**config.mk**
```make
export PLATFORM = sky130hd
export DESIGN_NAME = sut_timer
export DESIGN_NICKNAME = d
export VERILOG_FILES = /design/src/core/sut_timer.v
export VERILOG_INCLUDE_DIRS = /design/src /design/src/core
export SDC_FILE = /design/constraint.sdc
export NUM_CORES = 1
export LEC_CHECK = 0
export ABC_CLOCK_PERIOD_IN_PS = 4700
export BUFFER_PORTS_ARGS = -buffer_cell sky130_fd_sc_hd__buf_4
export CORE_UTILIZATION = 45
export DETAILED_ROUTE_END_ITERATION = 7
export PLACE_DENSITY = 0.67
export SETUP_SLACK_MARGIN = 0.5
export SYNTH_ARGS = -nofsm -noshare
export SYNTH_HDL_FRONTEND = slang
export SYNTH_SLANG_ARGS = --single-unit
```
**constraint.sdc**
```tcl
create_clock -name clk_sys -period 4.7 [get_ports clk_sys]
set_clock_uncertainty 0.15 [all_clocks]
set_input_delay 0.235 -clock clk_sys [delete_from_list [all_inputs] [get_ports clk_sys]]
set_output_delay 0.235 -clock clk_sys [all_outputs]
set_load 0.02 [all_outputs]
```
**src/core/sut_consts.vh**
```
// Constants for the single channel up timer.
`ifndef SUT_CONSTS_VH
`define SUT_CONSTS_VH
`define SUT_CNT_W 16
`define SUT_CNT_RST 16'h0000
`define SUT_PSC_RST 16'h0000
`define SUT_CAR_RST 16'hffff
`define SUT_OCM_KEEP 3'h0
`define SUT_OCM_SET 3'h1
`define SUT_OCM_CLR 3'h2
`define SUT_OCM_TOG 3'h3
`define SUT_OCM_FLO 3'h4
`define SUT_OCM_FHI 3'h5
`define SUT_OCM_PWM0 3'h6
`define SUT_OCM_PWM1 3'h7
`define SUT_MS_OUT 2'h0
`define SUT_FLT_W 4
`define SUT_ICP_W 2
`endif

```
**src/core/sut_timer.v**
```verilog
// Single channel 16-bit up timer with prescaler, capture, compare and PWM.
// What this block does
// - One internal clock, divided to counter tick when running.
// - Prescaler divides by stored value plus one.
// - New prescale takes effect at next update.
// - Counter counts zero to reload, then restarts.
// - Update event on every counter overflow.
// - Software update trigger clears counter, raises update.
// - Update inhibit suppresses updates, buffers keep values.
// - Update copies buffered reload and prescale to active.
// - Input synchronized, filtered, edge chosen by polarity.
// - Input divider merges several edges into one capture.
// - Capture latches counter, sets flag, gated interrupt.
// - Nonzero mode select means input; writes ignored.
// - Capture while flag set also sets over-capture.
// - Software channel trigger raises channel event.
// - Compare match sets channel flag, gated interrupt.
// - Match action keep, set, clear or toggle.
// - Modes four and five force inactive, active.
// - PWM modes use reload period, channel duty.
// - PWM0 value above reload gives always active.
// - PWM0 value zero gives always inactive.
// - Debug halt with hold bit stops counter.
// - Flags set by hardware, held until software clears.
// - Update source select limits update interrupt sources.
`include "sut_consts.vh"
module sut_timer #(
  parameter CNT_W = `SUT_CNT_W,
  parameter FLT_W = `SUT_FLT_W
) (
  // Clock and reset
  input wire clk_sys,
  input wire rst,
  // Control
  input wire counter_run,
  input wire update_inhibit,
  input wire update_source_select,
  input wire reload_shadow_enable,
  input wire debug_halted,
  input wire debug_hold,
  input wire software_update_trigger,
  input wire software_channel_trigger,
  // Buffered values and channel value write
  input wire [CNT_W-1:0] prescale_value,
  input wire [CNT_W-1:0] reload_value,
  input wire [CNT_W-1:0] channel_value_wdata,
  input wire channel_value_we,
  // Channel configuration
  input wire [1:0] channel_mode_select,
  input wire [FLT_W-1:0] capture_filter_setting,
  input wire [1:0] input_event_divider,
  input wire channel_polarity,
  input wire [2:0] compare_output_mode,
  input wire compare_shadow_enable,
  input wire channel_output_enable,
  // Interrupt enables and flag clears
  input wire update_interrupt_enable,
  input wire channel_interrupt_enable,
  input wire update_flag_clear,
  input wire channel_event_flag_clear,
  input wire over_capture_flag_clear,
  // Channel pins
  input wire channel_input,
  output wire channel_out_o,
  output wire channel_out_oe,
  // Status
  output wire [CNT_W-1:0] counter_value,
  output wire [CNT_W-1:0] channel_value,
  output wire update_flag,
  output wire channel_event_flag,
  output wire over_capture_flag,
  output wire output_reference_signal,
  output wire update_irq,
  output wire channel_irq
);

  reg [CNT_W-1:0] cnt_r;
  reg [CNT_W-1:0] psc_cnt_r;
  reg [CNT_W-1:0] psc_act_r;
  reg [CNT_W-1:0] car_act_r;
  reg [CNT_W-1:0] cv_act_r;
  reg [CNT_W-1:0] cv_buf_r;
  reg update_flag_r;
  reg chif_r;
  reg chof_r;
  reg oref_r;
  reg upd_irq_r;
  reg ch_irq_r;
  reg in_s1_r;
  reg in_s2_r;
  reg filt_r;
  reg filt_d_r;
  reg [FLT_W-1:0] flt_cnt_r;
  reg [1:0] icp_cnt_r;

  reg input_mode;
  reg [CNT_W-1:0] car_use;
  reg [CNT_W-1:0] cv_use;
  reg halted;
  reg run;
  reg tick;
  reg ovf;
  reg upd_evt;
  reg upd_irq_src;

  // Channel mode and the values that the counter compares against.
  always @* begin
    input_mode = (channel_mode_select != `SUT_MS_OUT);
    if (reload_shadow_enable) begin
      car_use = car_act_r;
    end else begin
      car_use = reload_value;
    end
    if (input_mode) begin
      cv_use = cv_buf_r;
    end else if (compare_shadow_enable) begin
      cv_use = cv_act_r;
    end else begin
      cv_use = cv_buf_r;
    end
  end

  // Counter tick: running, not held by debug, prescaler at terminal count.
  always @* begin
    halted = debug_halted & debug_hold;
    run = counter_run & ~halted;
    tick = run & (psc_cnt_r == psc_act_r);
    ovf = tick & (cnt_r == car_use);
    upd_evt = (ovf | software_update_trigger) & ~update_inhibit;
    // A trigger while the select bit is set still reloads, but stays out of the flag.
    if (update_source_select) begin
      upd_irq_src = ovf & ~update_inhibit;
    end else begin
      upd_irq_src = upd_evt;
    end
  end

  // Prescaler and counter.
  always @(posedge clk_sys) begin
    if (rst) begin
      psc_cnt_r <= `SUT_PSC_RST;
      cnt_r <= `SUT_CNT_RST;
    end else if (software_update_trigger) begin
      // The trigger restarts counting even when updates are inhibited.
      psc_cnt_r <= `SUT_PSC_RST;
      cnt_r <= `SUT_CNT_RST;
    end else if (run) begin
      if (tick) begin
        psc_cnt_r <= `SUT_PSC_RST;
        cnt_r <= ovf ? `SUT_CNT_RST : cnt_r + 1'b1;
      end else begin
        psc_cnt_r <= psc_cnt_r + 1'b1;
      end
    end
  end

  // Active copies of buffered values load only on an update event.
  always @(posedge clk_sys) begin
    if (rst) begin
      psc_act_r <= `SUT_PSC_RST;
      car_act_r <= `SUT_CAR_RST;
      cv_act_r <= `SUT_CNT_RST;
    end else if (upd_evt) begin
      psc_act_r <= prescale_value;
      car_act_r <= reload_value;
      cv_act_r <= cv_buf_r;
    end
  end

  // Input path: two-stage synchroniser, then a stability filter.
  always @(posedge clk_sys) begin
    if (rst) begin
      in_s1_r <= 1'b0;
      in_s2_r <= 1'b0;
      filt_r <= 1'b0;
      filt_d_r <= 1'b0;
      flt_cnt_r <= {FLT_W{1'b0}};
    end else begin
      in_s1_r <= channel_input;
      in_s2_r <= in_s1_r;
      filt_d_r <= filt_r;
      if (in_s2_r == filt_r) begin
        flt_cnt_r <= {FLT_W{1'b0}};
      end else if (flt_cnt_r >= capture_filter_setting) begin
        // The filter trades latency of setting plus one cycles for glitch immunity.
        filt_r <= in_s2_r;
        flt_cnt_r <= {FLT_W{1'b0}};
      end else begin
        flt_cnt_r <= flt_cnt_r + 1'b1;
      end
    end
  end

  reg edge_det;
  reg [1:0] icp_last;
  reg cap_evt;
  reg cmp_evt;
  reg ch_evt;

  // Edge choice, divider end point and the channel event sources.
  always @* begin
    if (channel_polarity) begin
      edge_det = filt_d_r & ~filt_r;
    end else begin
      edge_det = ~filt_d_r & filt_r;
    end
    case (input_event_divider)
      2'h0: icp_last = 2'h0;
      2'h1: icp_last = 2'h1;
      2'h2: icp_last = 2'h3;
      default: icp_last = 2'h3;
    endcase
    cap_evt = input_mode & edge_det & (icp_cnt_r == icp_last);
    cmp_evt = ~input_mode & (cnt_r == cv_use) & tick;
    ch_evt = cap_evt | cmp_evt | software_channel_trigger;
  end

  // Edge divider: divide by 1, 2 or 4 edges; the top code also counts four.
  always @(posedge clk_sys) begin
    if (rst) begin
      icp_cnt_r <= 2'h0;
    end else if (~input_mode) begin
      icp_cnt_r <= 2'h0;
    end else if (edge_det) begin
      icp_cnt_r <= (icp_cnt_r == icp_last) ? 2'h0 : icp_cnt_r + 1'b1;
    end
  end

  // Channel value: capture in input mode, software write in output mode.
  always @(posedge clk_sys) begin
    if (rst) begin
      cv_buf_r <= `SUT_CNT_RST;
    end else if (cap_evt) begin
      cv_buf_r <= cnt_r;
    end else if (channel_value_we & ~input_mode) begin
      cv_buf_r <= channel_value_wdata;
    end
  end

  reg update_flag_nxt;
  reg chif_nxt;
  reg chof_nxt;

  // Next flag values: a set in the same cycle as a clear wins.
  always @* begin
    if (upd_irq_src) begin
      update_flag_nxt = 1'b1;
    end else if (update_flag_clear) begin
      update_flag_nxt = 1'b0;
    end else begin
      update_flag_nxt = update_flag_r;
    end
    if (ch_evt) begin
      chif_nxt = 1'b1;
    end else if (channel_event_flag_clear) begin
      chif_nxt = 1'b0;
    end else begin
      chif_nxt = chif_r;
    end
    if (cap_evt & chif_r) begin
      chof_nxt = 1'b1;
    end else if (over_capture_flag_clear) begin
      chof_nxt = 1'b0;
    end else begin
      chof_nxt = chof_r;
    end
  end

  // Sticky flags and one-cycle interrupt pulses.
  always @(posedge clk_sys) begin
    if (rst) begin
      update_flag_r <= 1'b0;
      chif_r <= 1'b0;
      chof_r <= 1'b0;
      upd_irq_r <= 1'b0;
      ch_irq_r <= 1'b0;
    end else begin
      update_flag_r <= update_flag_nxt;
      chif_r <= chif_nxt;
      chof_r <= chof_nxt;
      upd_irq_r <= upd_irq_src & update_interrupt_enable;
      ch_irq_r <= ch_evt & channel_interrupt_enable;
    end
  end

  // Output reference generation.
  always @(posedge clk_sys) begin
    if (rst) begin
      oref_r <= 1'b0;
    end else if (~input_mode) begin
      case (compare_output_mode)
        `SUT_OCM_SET: begin
          if (cmp_evt) begin
            oref_r <= 1'b1;
          end
        end
        `SUT_OCM_CLR: begin
          if (cmp_evt) begin
            oref_r <= 1'b0;
          end
        end
        `SUT_OCM_TOG: begin
          if (cmp_evt) begin
            oref_r <= ~oref_r;
          end
        end
        `SUT_OCM_FLO: oref_r <= 1'b0;
        `SUT_OCM_FHI: oref_r <= 1'b1;
        // Value zero never matches below, value above reload always does.
        `SUT_OCM_PWM0: begin
          if (cnt_r < cv_use) begin
            oref_r <= 1'b1;
          end else begin
            oref_r <= 1'b0;
          end
        end
        `SUT_OCM_PWM1: begin
          if (cnt_r < cv_use) begin
            oref_r <= 1'b0;
          end else begin
            oref_r <= 1'b1;
          end
        end
        default: oref_r <= oref_r;
      endcase
    end
  end

  assign channel_out_o = oref_r ^ channel_polarity;
  assign channel_out_oe = channel_output_enable & ~input_mode;
  assign counter_value = cnt_r;
  assign channel_value = cv_buf_r;
  assign update_flag = update_flag_r;
  assign channel_event_flag = chif_r;
  assign over_capture_flag = chof_r;
  assign output_reference_signal = oref_r;
  assign update_irq = upd_irq_r;
  assign channel_irq = ch_irq_r;

endmodule // sut_timer

```
# == Yosys cells after proc, flatten, opt, wreduce, memory -nomap -nowiden ==
# Index checks and enable logic that the tools add are counted.
# totals
register_bits,112
in_bits,79
out_inout_bits,40
elab_cells,104
# classes
add_sub_neg,4
n_lt_le_gt_ge,2
n_eq_ne,16
muxes,23
bitwise,28
reduce_logical,13
# ops
op,count
$mux W16,7
$eq A16 B16 Y1,3
$add A16 B1 Y16 const B,2
$and A1 B1 Y1,17
$lt A16 B16 Y1,1
$mux W1,13
$eq A3 B3 Y1 const B,4
$reduce_bool A2 Y1,5
$not A1 Y1,7
$pmux W1 S7,1
$reduce_bool A7 Y1,1
$eq A3 B2 Y1 const B,2
$ne A2 B2 Y1 const B,3
$reduce_and A5 Y1,1
$add A4 B1 Y4 const B,1
$ge A4 B4 Y1,1
$pmux W2 S2,1
$reduce_and A2 Y1,2
$reduce_or A2 Y1,2
$eq A3 B1 Y1 const B,1
$or A1 B1 Y1,3
$reduce_or A3 Y1,1
$add A2 B1 Y2 const B,1
$eq A2 B1 Y1 const B,1
5 further kinds,5

# == Depth between registers and ports, before layout ==
# depth
ltp_word,9
mapped_depth,12

# == Least setup slack after synthesis ==
# Ideal clock, no wire load.
# synth_timing
path_kind,in2reg
start,in channel_mode_select[1]
end,reg oref_r (netlist: output_reference_signal)
arrival_ps,2990
setup_slack_ps,1469
cell_stages,12
path_cell_list,nor2_1 and2_1 clkbuf_1 buf_1 mux2i_1 ha_1 and4_1 nand4_1 or3_1 nor3_1 a211oi_1 a311oi_1
# synth_via
elab_chain_cells,7
elab_cells_between_ends,14
classes_between,1 x order compare; 4 x eq/ne; 4 x mux; 3 x bitwise; 2 x reduce/logical
# synth_rtl
item,line_no,rtl
"start, declared",sut_timer.v:49,"input wire [1:0] channel_mode_select,"
$reduce_bool A2 Y1 (no line) (*),-,
branches (longest 6 deep; another with $lt A16 B16 Y1),-,
"end signal, assigned",sut_timer.v:304,oref_r <= ~oref_r;
"end signal, assigned",sut_timer.v:324,default: oref_r <= oref_r;
"end, declared",sut_timer.v:86,reg oref_r;
# Every way passes the cells marked *.
# A chain may end at the register's enable or synchronous reset.

# == Final worst setup path ==
# Same ends and word-level chain as after synthesis.

==> run metrics <==
die area around 14000 sq um; EDFF count, synth 0; cts bufs inserted 9; number of port buffers roughly 120; Final Cell Area 7520 sq um; dpl hpwl 10.7 mm; CTS clk-pin slew, worst paths 0.08 ns; Routed WL approximately 15 mm; share of cells above drive strength 1 18.2%; status complete, but fails checks; fin util about three fifths; cell taking the most area after synthesis dfxtp_1; Cell Area, Placed 6960 sq um; final hold violations 1; r2r setup slk ~1.6 ns; Setup-failing EPs final 0; clk root buf clkbuf_16; initial core utilization between 40 and 50%; WP data required 4.82 ns; Tcrit/Tclk final 68.2%; Clock Sinks 112; Clock Path Buffers 2; vias per inst 5.28; unrepaired setup endpoints after global routing false; area share of the largest cell type after synthesis 37.3%; CTS tree built; mapped cell area 6010 sq um; cts repair resizes 0; CP Capture Point output_reference_signal$_SDFFE_PP0P_; first-pass GRT wire length 24.5 mm; top_reg_cell synth dfxtp_1; DRT antenna net count 0; largest net degree at the start of global routing 70; WHS -0.000711 ns; WS Path Type in -> reg; Worst Setup Start Kind primary input; failing checks hold timing; Async S/R FF share, synth 0%; Synth Net Count 773; vias in the first global route 4946; most numerous cell in the Yosys netlist dfxtp_1; Setup TNS 0 ns; Die Span Y between 100 and 150 um; routed length per instance between 15 and 20 um; Reg2Reg Depth 6; Worst VDD drop 0.153 mV; Leakage 2.98 nW; Nets 895; initial antenna violation count 0; Syn Area/Cell 8.96 sq um; fmax 312 MHz; fillers ~1200; Area growth syn-to-layout 25.0%; core area between 10000 and 15000 sq um; Seq/Total Area, Yosys 37.3%; Max transition margin between 10% and 20%; H-tree depth 3; Overflow after GRT 0; gr usage total around 22%; CP Capture Type register; num rows 41; CP startpoint channel_mode_select[1]; die extent in x roughly 120 um; # DRC 0; via count 5118; post-route minimum period around 3.2 ns; Antenna Cells 0; Final GP Congestion 0.874; Slew Viols, Final 0; I/O pin total 119; capturing point of the worst reg2reg path counter_value[11]$_SDFFE_PP0P_; 1st-iter DRT viols 308; most instantiated cells after synthesis dfxtp_1, mux2i_1, nor2_1, nand2b_1, xnor2_1; Design Power 2.04 mW; r2r startpoint psc_cnt_r[10]$_SDFFE_PP0P_; Slew @ Worst Pin 1.20 ns; buffer count from post-CTS setup fixing 0; Hold Buf Count CTS 26; Max Cap Violations 0; arrival time worst endpoint about 3.3 ns; top cells by area, synth dfxtp_1, mux2i_1, nand2b_1; worst skew pair latency ~0.36 ns; FF+latch count, synth around 110; Yosys warnings 0; Cells after Synth ~670; crit-path max FO 16; Yosys cell types 48; Power Density 272 nW/um^2; first-pass iteration count of the detailed router 5; HP Class in -> reg
power breakdown:
group	switching (mW)	internal, mW	total (mW)
registers	0.0192	0.973	0.992
logic	0.132	0.140	0.271
clock network	0.353	0.428	0.781
worst min path at each step:
stage                                  startpoint                             end  slack, ns  cells past startpoint
after floorplan                    update_inhibit           update_irq$_SDFF_PP0_       0.16                      1
after global placement         in_s1_r$_SDFF_PP0_              in_s2_r$_SDFF_PP0_       0.28                      1
after detailed placement       in_s1_r$_SDFF_PP0_              in_s2_r$_SDFF_PP0_       0.28                      1
after CTS                 channel_value_wdata[10]  channel_value[10]$_SDFFE_PP0P_     0.0007                      3
after global routing              reload_value[1]       car_act_r[1]$_SDFFE_PP1P_       0.02                      3
final                             reload_value[1]       car_act_r[1]$_SDFFE_PP1P_    -0.0007                      3
sequential cells by signal (all words and copies together), names as in the netlist:
signal                   count
update_irq                   1
filt_r                       1
channel_event_flag           1
update_flag                  1
channel_irq                  1
filt_d_r                     1
counter_value               16
channel_value               16
in_s1_r                      1
cv_act_r                    16
over_capture_flag            1
psc_cnt_r                   16
icp_cnt_r                    2
psc_act_r                   16
flt_cnt_r                    4
in_s2_r                      1
output_reference_signal      1
car_act_r                   16
layout make-up:
class / count / area, sq um / area share, %
repair buffers: 148 / 1180 / 15.6
multi-input cells: 507 / 3530 / 46.9
clock inverters: 5 / 56.3 / 0.749
flip-flops and latches: 112 / 2240 / 29.8
clock buffers: 11 / 243 / 3.23
inverters: 15 / 56.3 / 0.749
well taps: 172 / 215 / 2.86
logic make-up after synthesis:
logic type	share of synthesized area (%)
compound gates	7.99
xor+xnor	9.18
fa+ha+maj	4.79
buf+inv	4.02
flops	37.3
mux	14.0
simple gates	22.7
worst max-delay path: stages:
cell and delay [ns]:
buf_4 0.11, nor2_1 0.34, and2_1 0.79, mux2i_1 0.23, ha_1 0.34, and3_1 0.20, nand4_1 0.14, or3_1 0.43
nor3_1 0.17, a211oi_1 0.08, a311oi_1 0.24
through the flow:
step,std cells,worst slack [ns]
3_3_place_gp,928,1.31
6_report,970,1.50
4_1_cts,970,1.49
2_1_floorplan,671,1.47
3_5_place_dp,928,1.10
5_1_grt,970,1.22
layer usage:
metal,track usage (%),part of all wire [%]
met3,3.59,4.9
met1,29.5,48
met2,35.8,45
met5,0,0
met4,9.05,1.9
cell usage in the layout (no fill, tap or decap), types with 2 or more instances in the layout:
cell           instances
nor3b_1                2
nor3_1                 9
mux2_2                 2
o31ai_1                4
or4_1                  2
nand2_1               33
nand3_1               15
clkbuf_16              9
o22ai_1                2
nor4_1                17
nand2b_1              69
and4_1                 3
mux2i_1               82
nor2b_1                7
a21oi_1               33
and3_1                 6
clkinv_2               2
o21ai_0                4
dfxtp_1              112
inv_1                 15
ha_1                  23
dlygate4sd3_1         26
or2_2                  2
xnor2_1               38
a22oi_1               16
a211oi_1               2
or3_1                  3
and2_1                 5
nand4_1               11
a21o_1                 3
buf_4                122
nor2_1                75
xor2_1                25
Note: power is estimated with default switching activity, not from simulation.
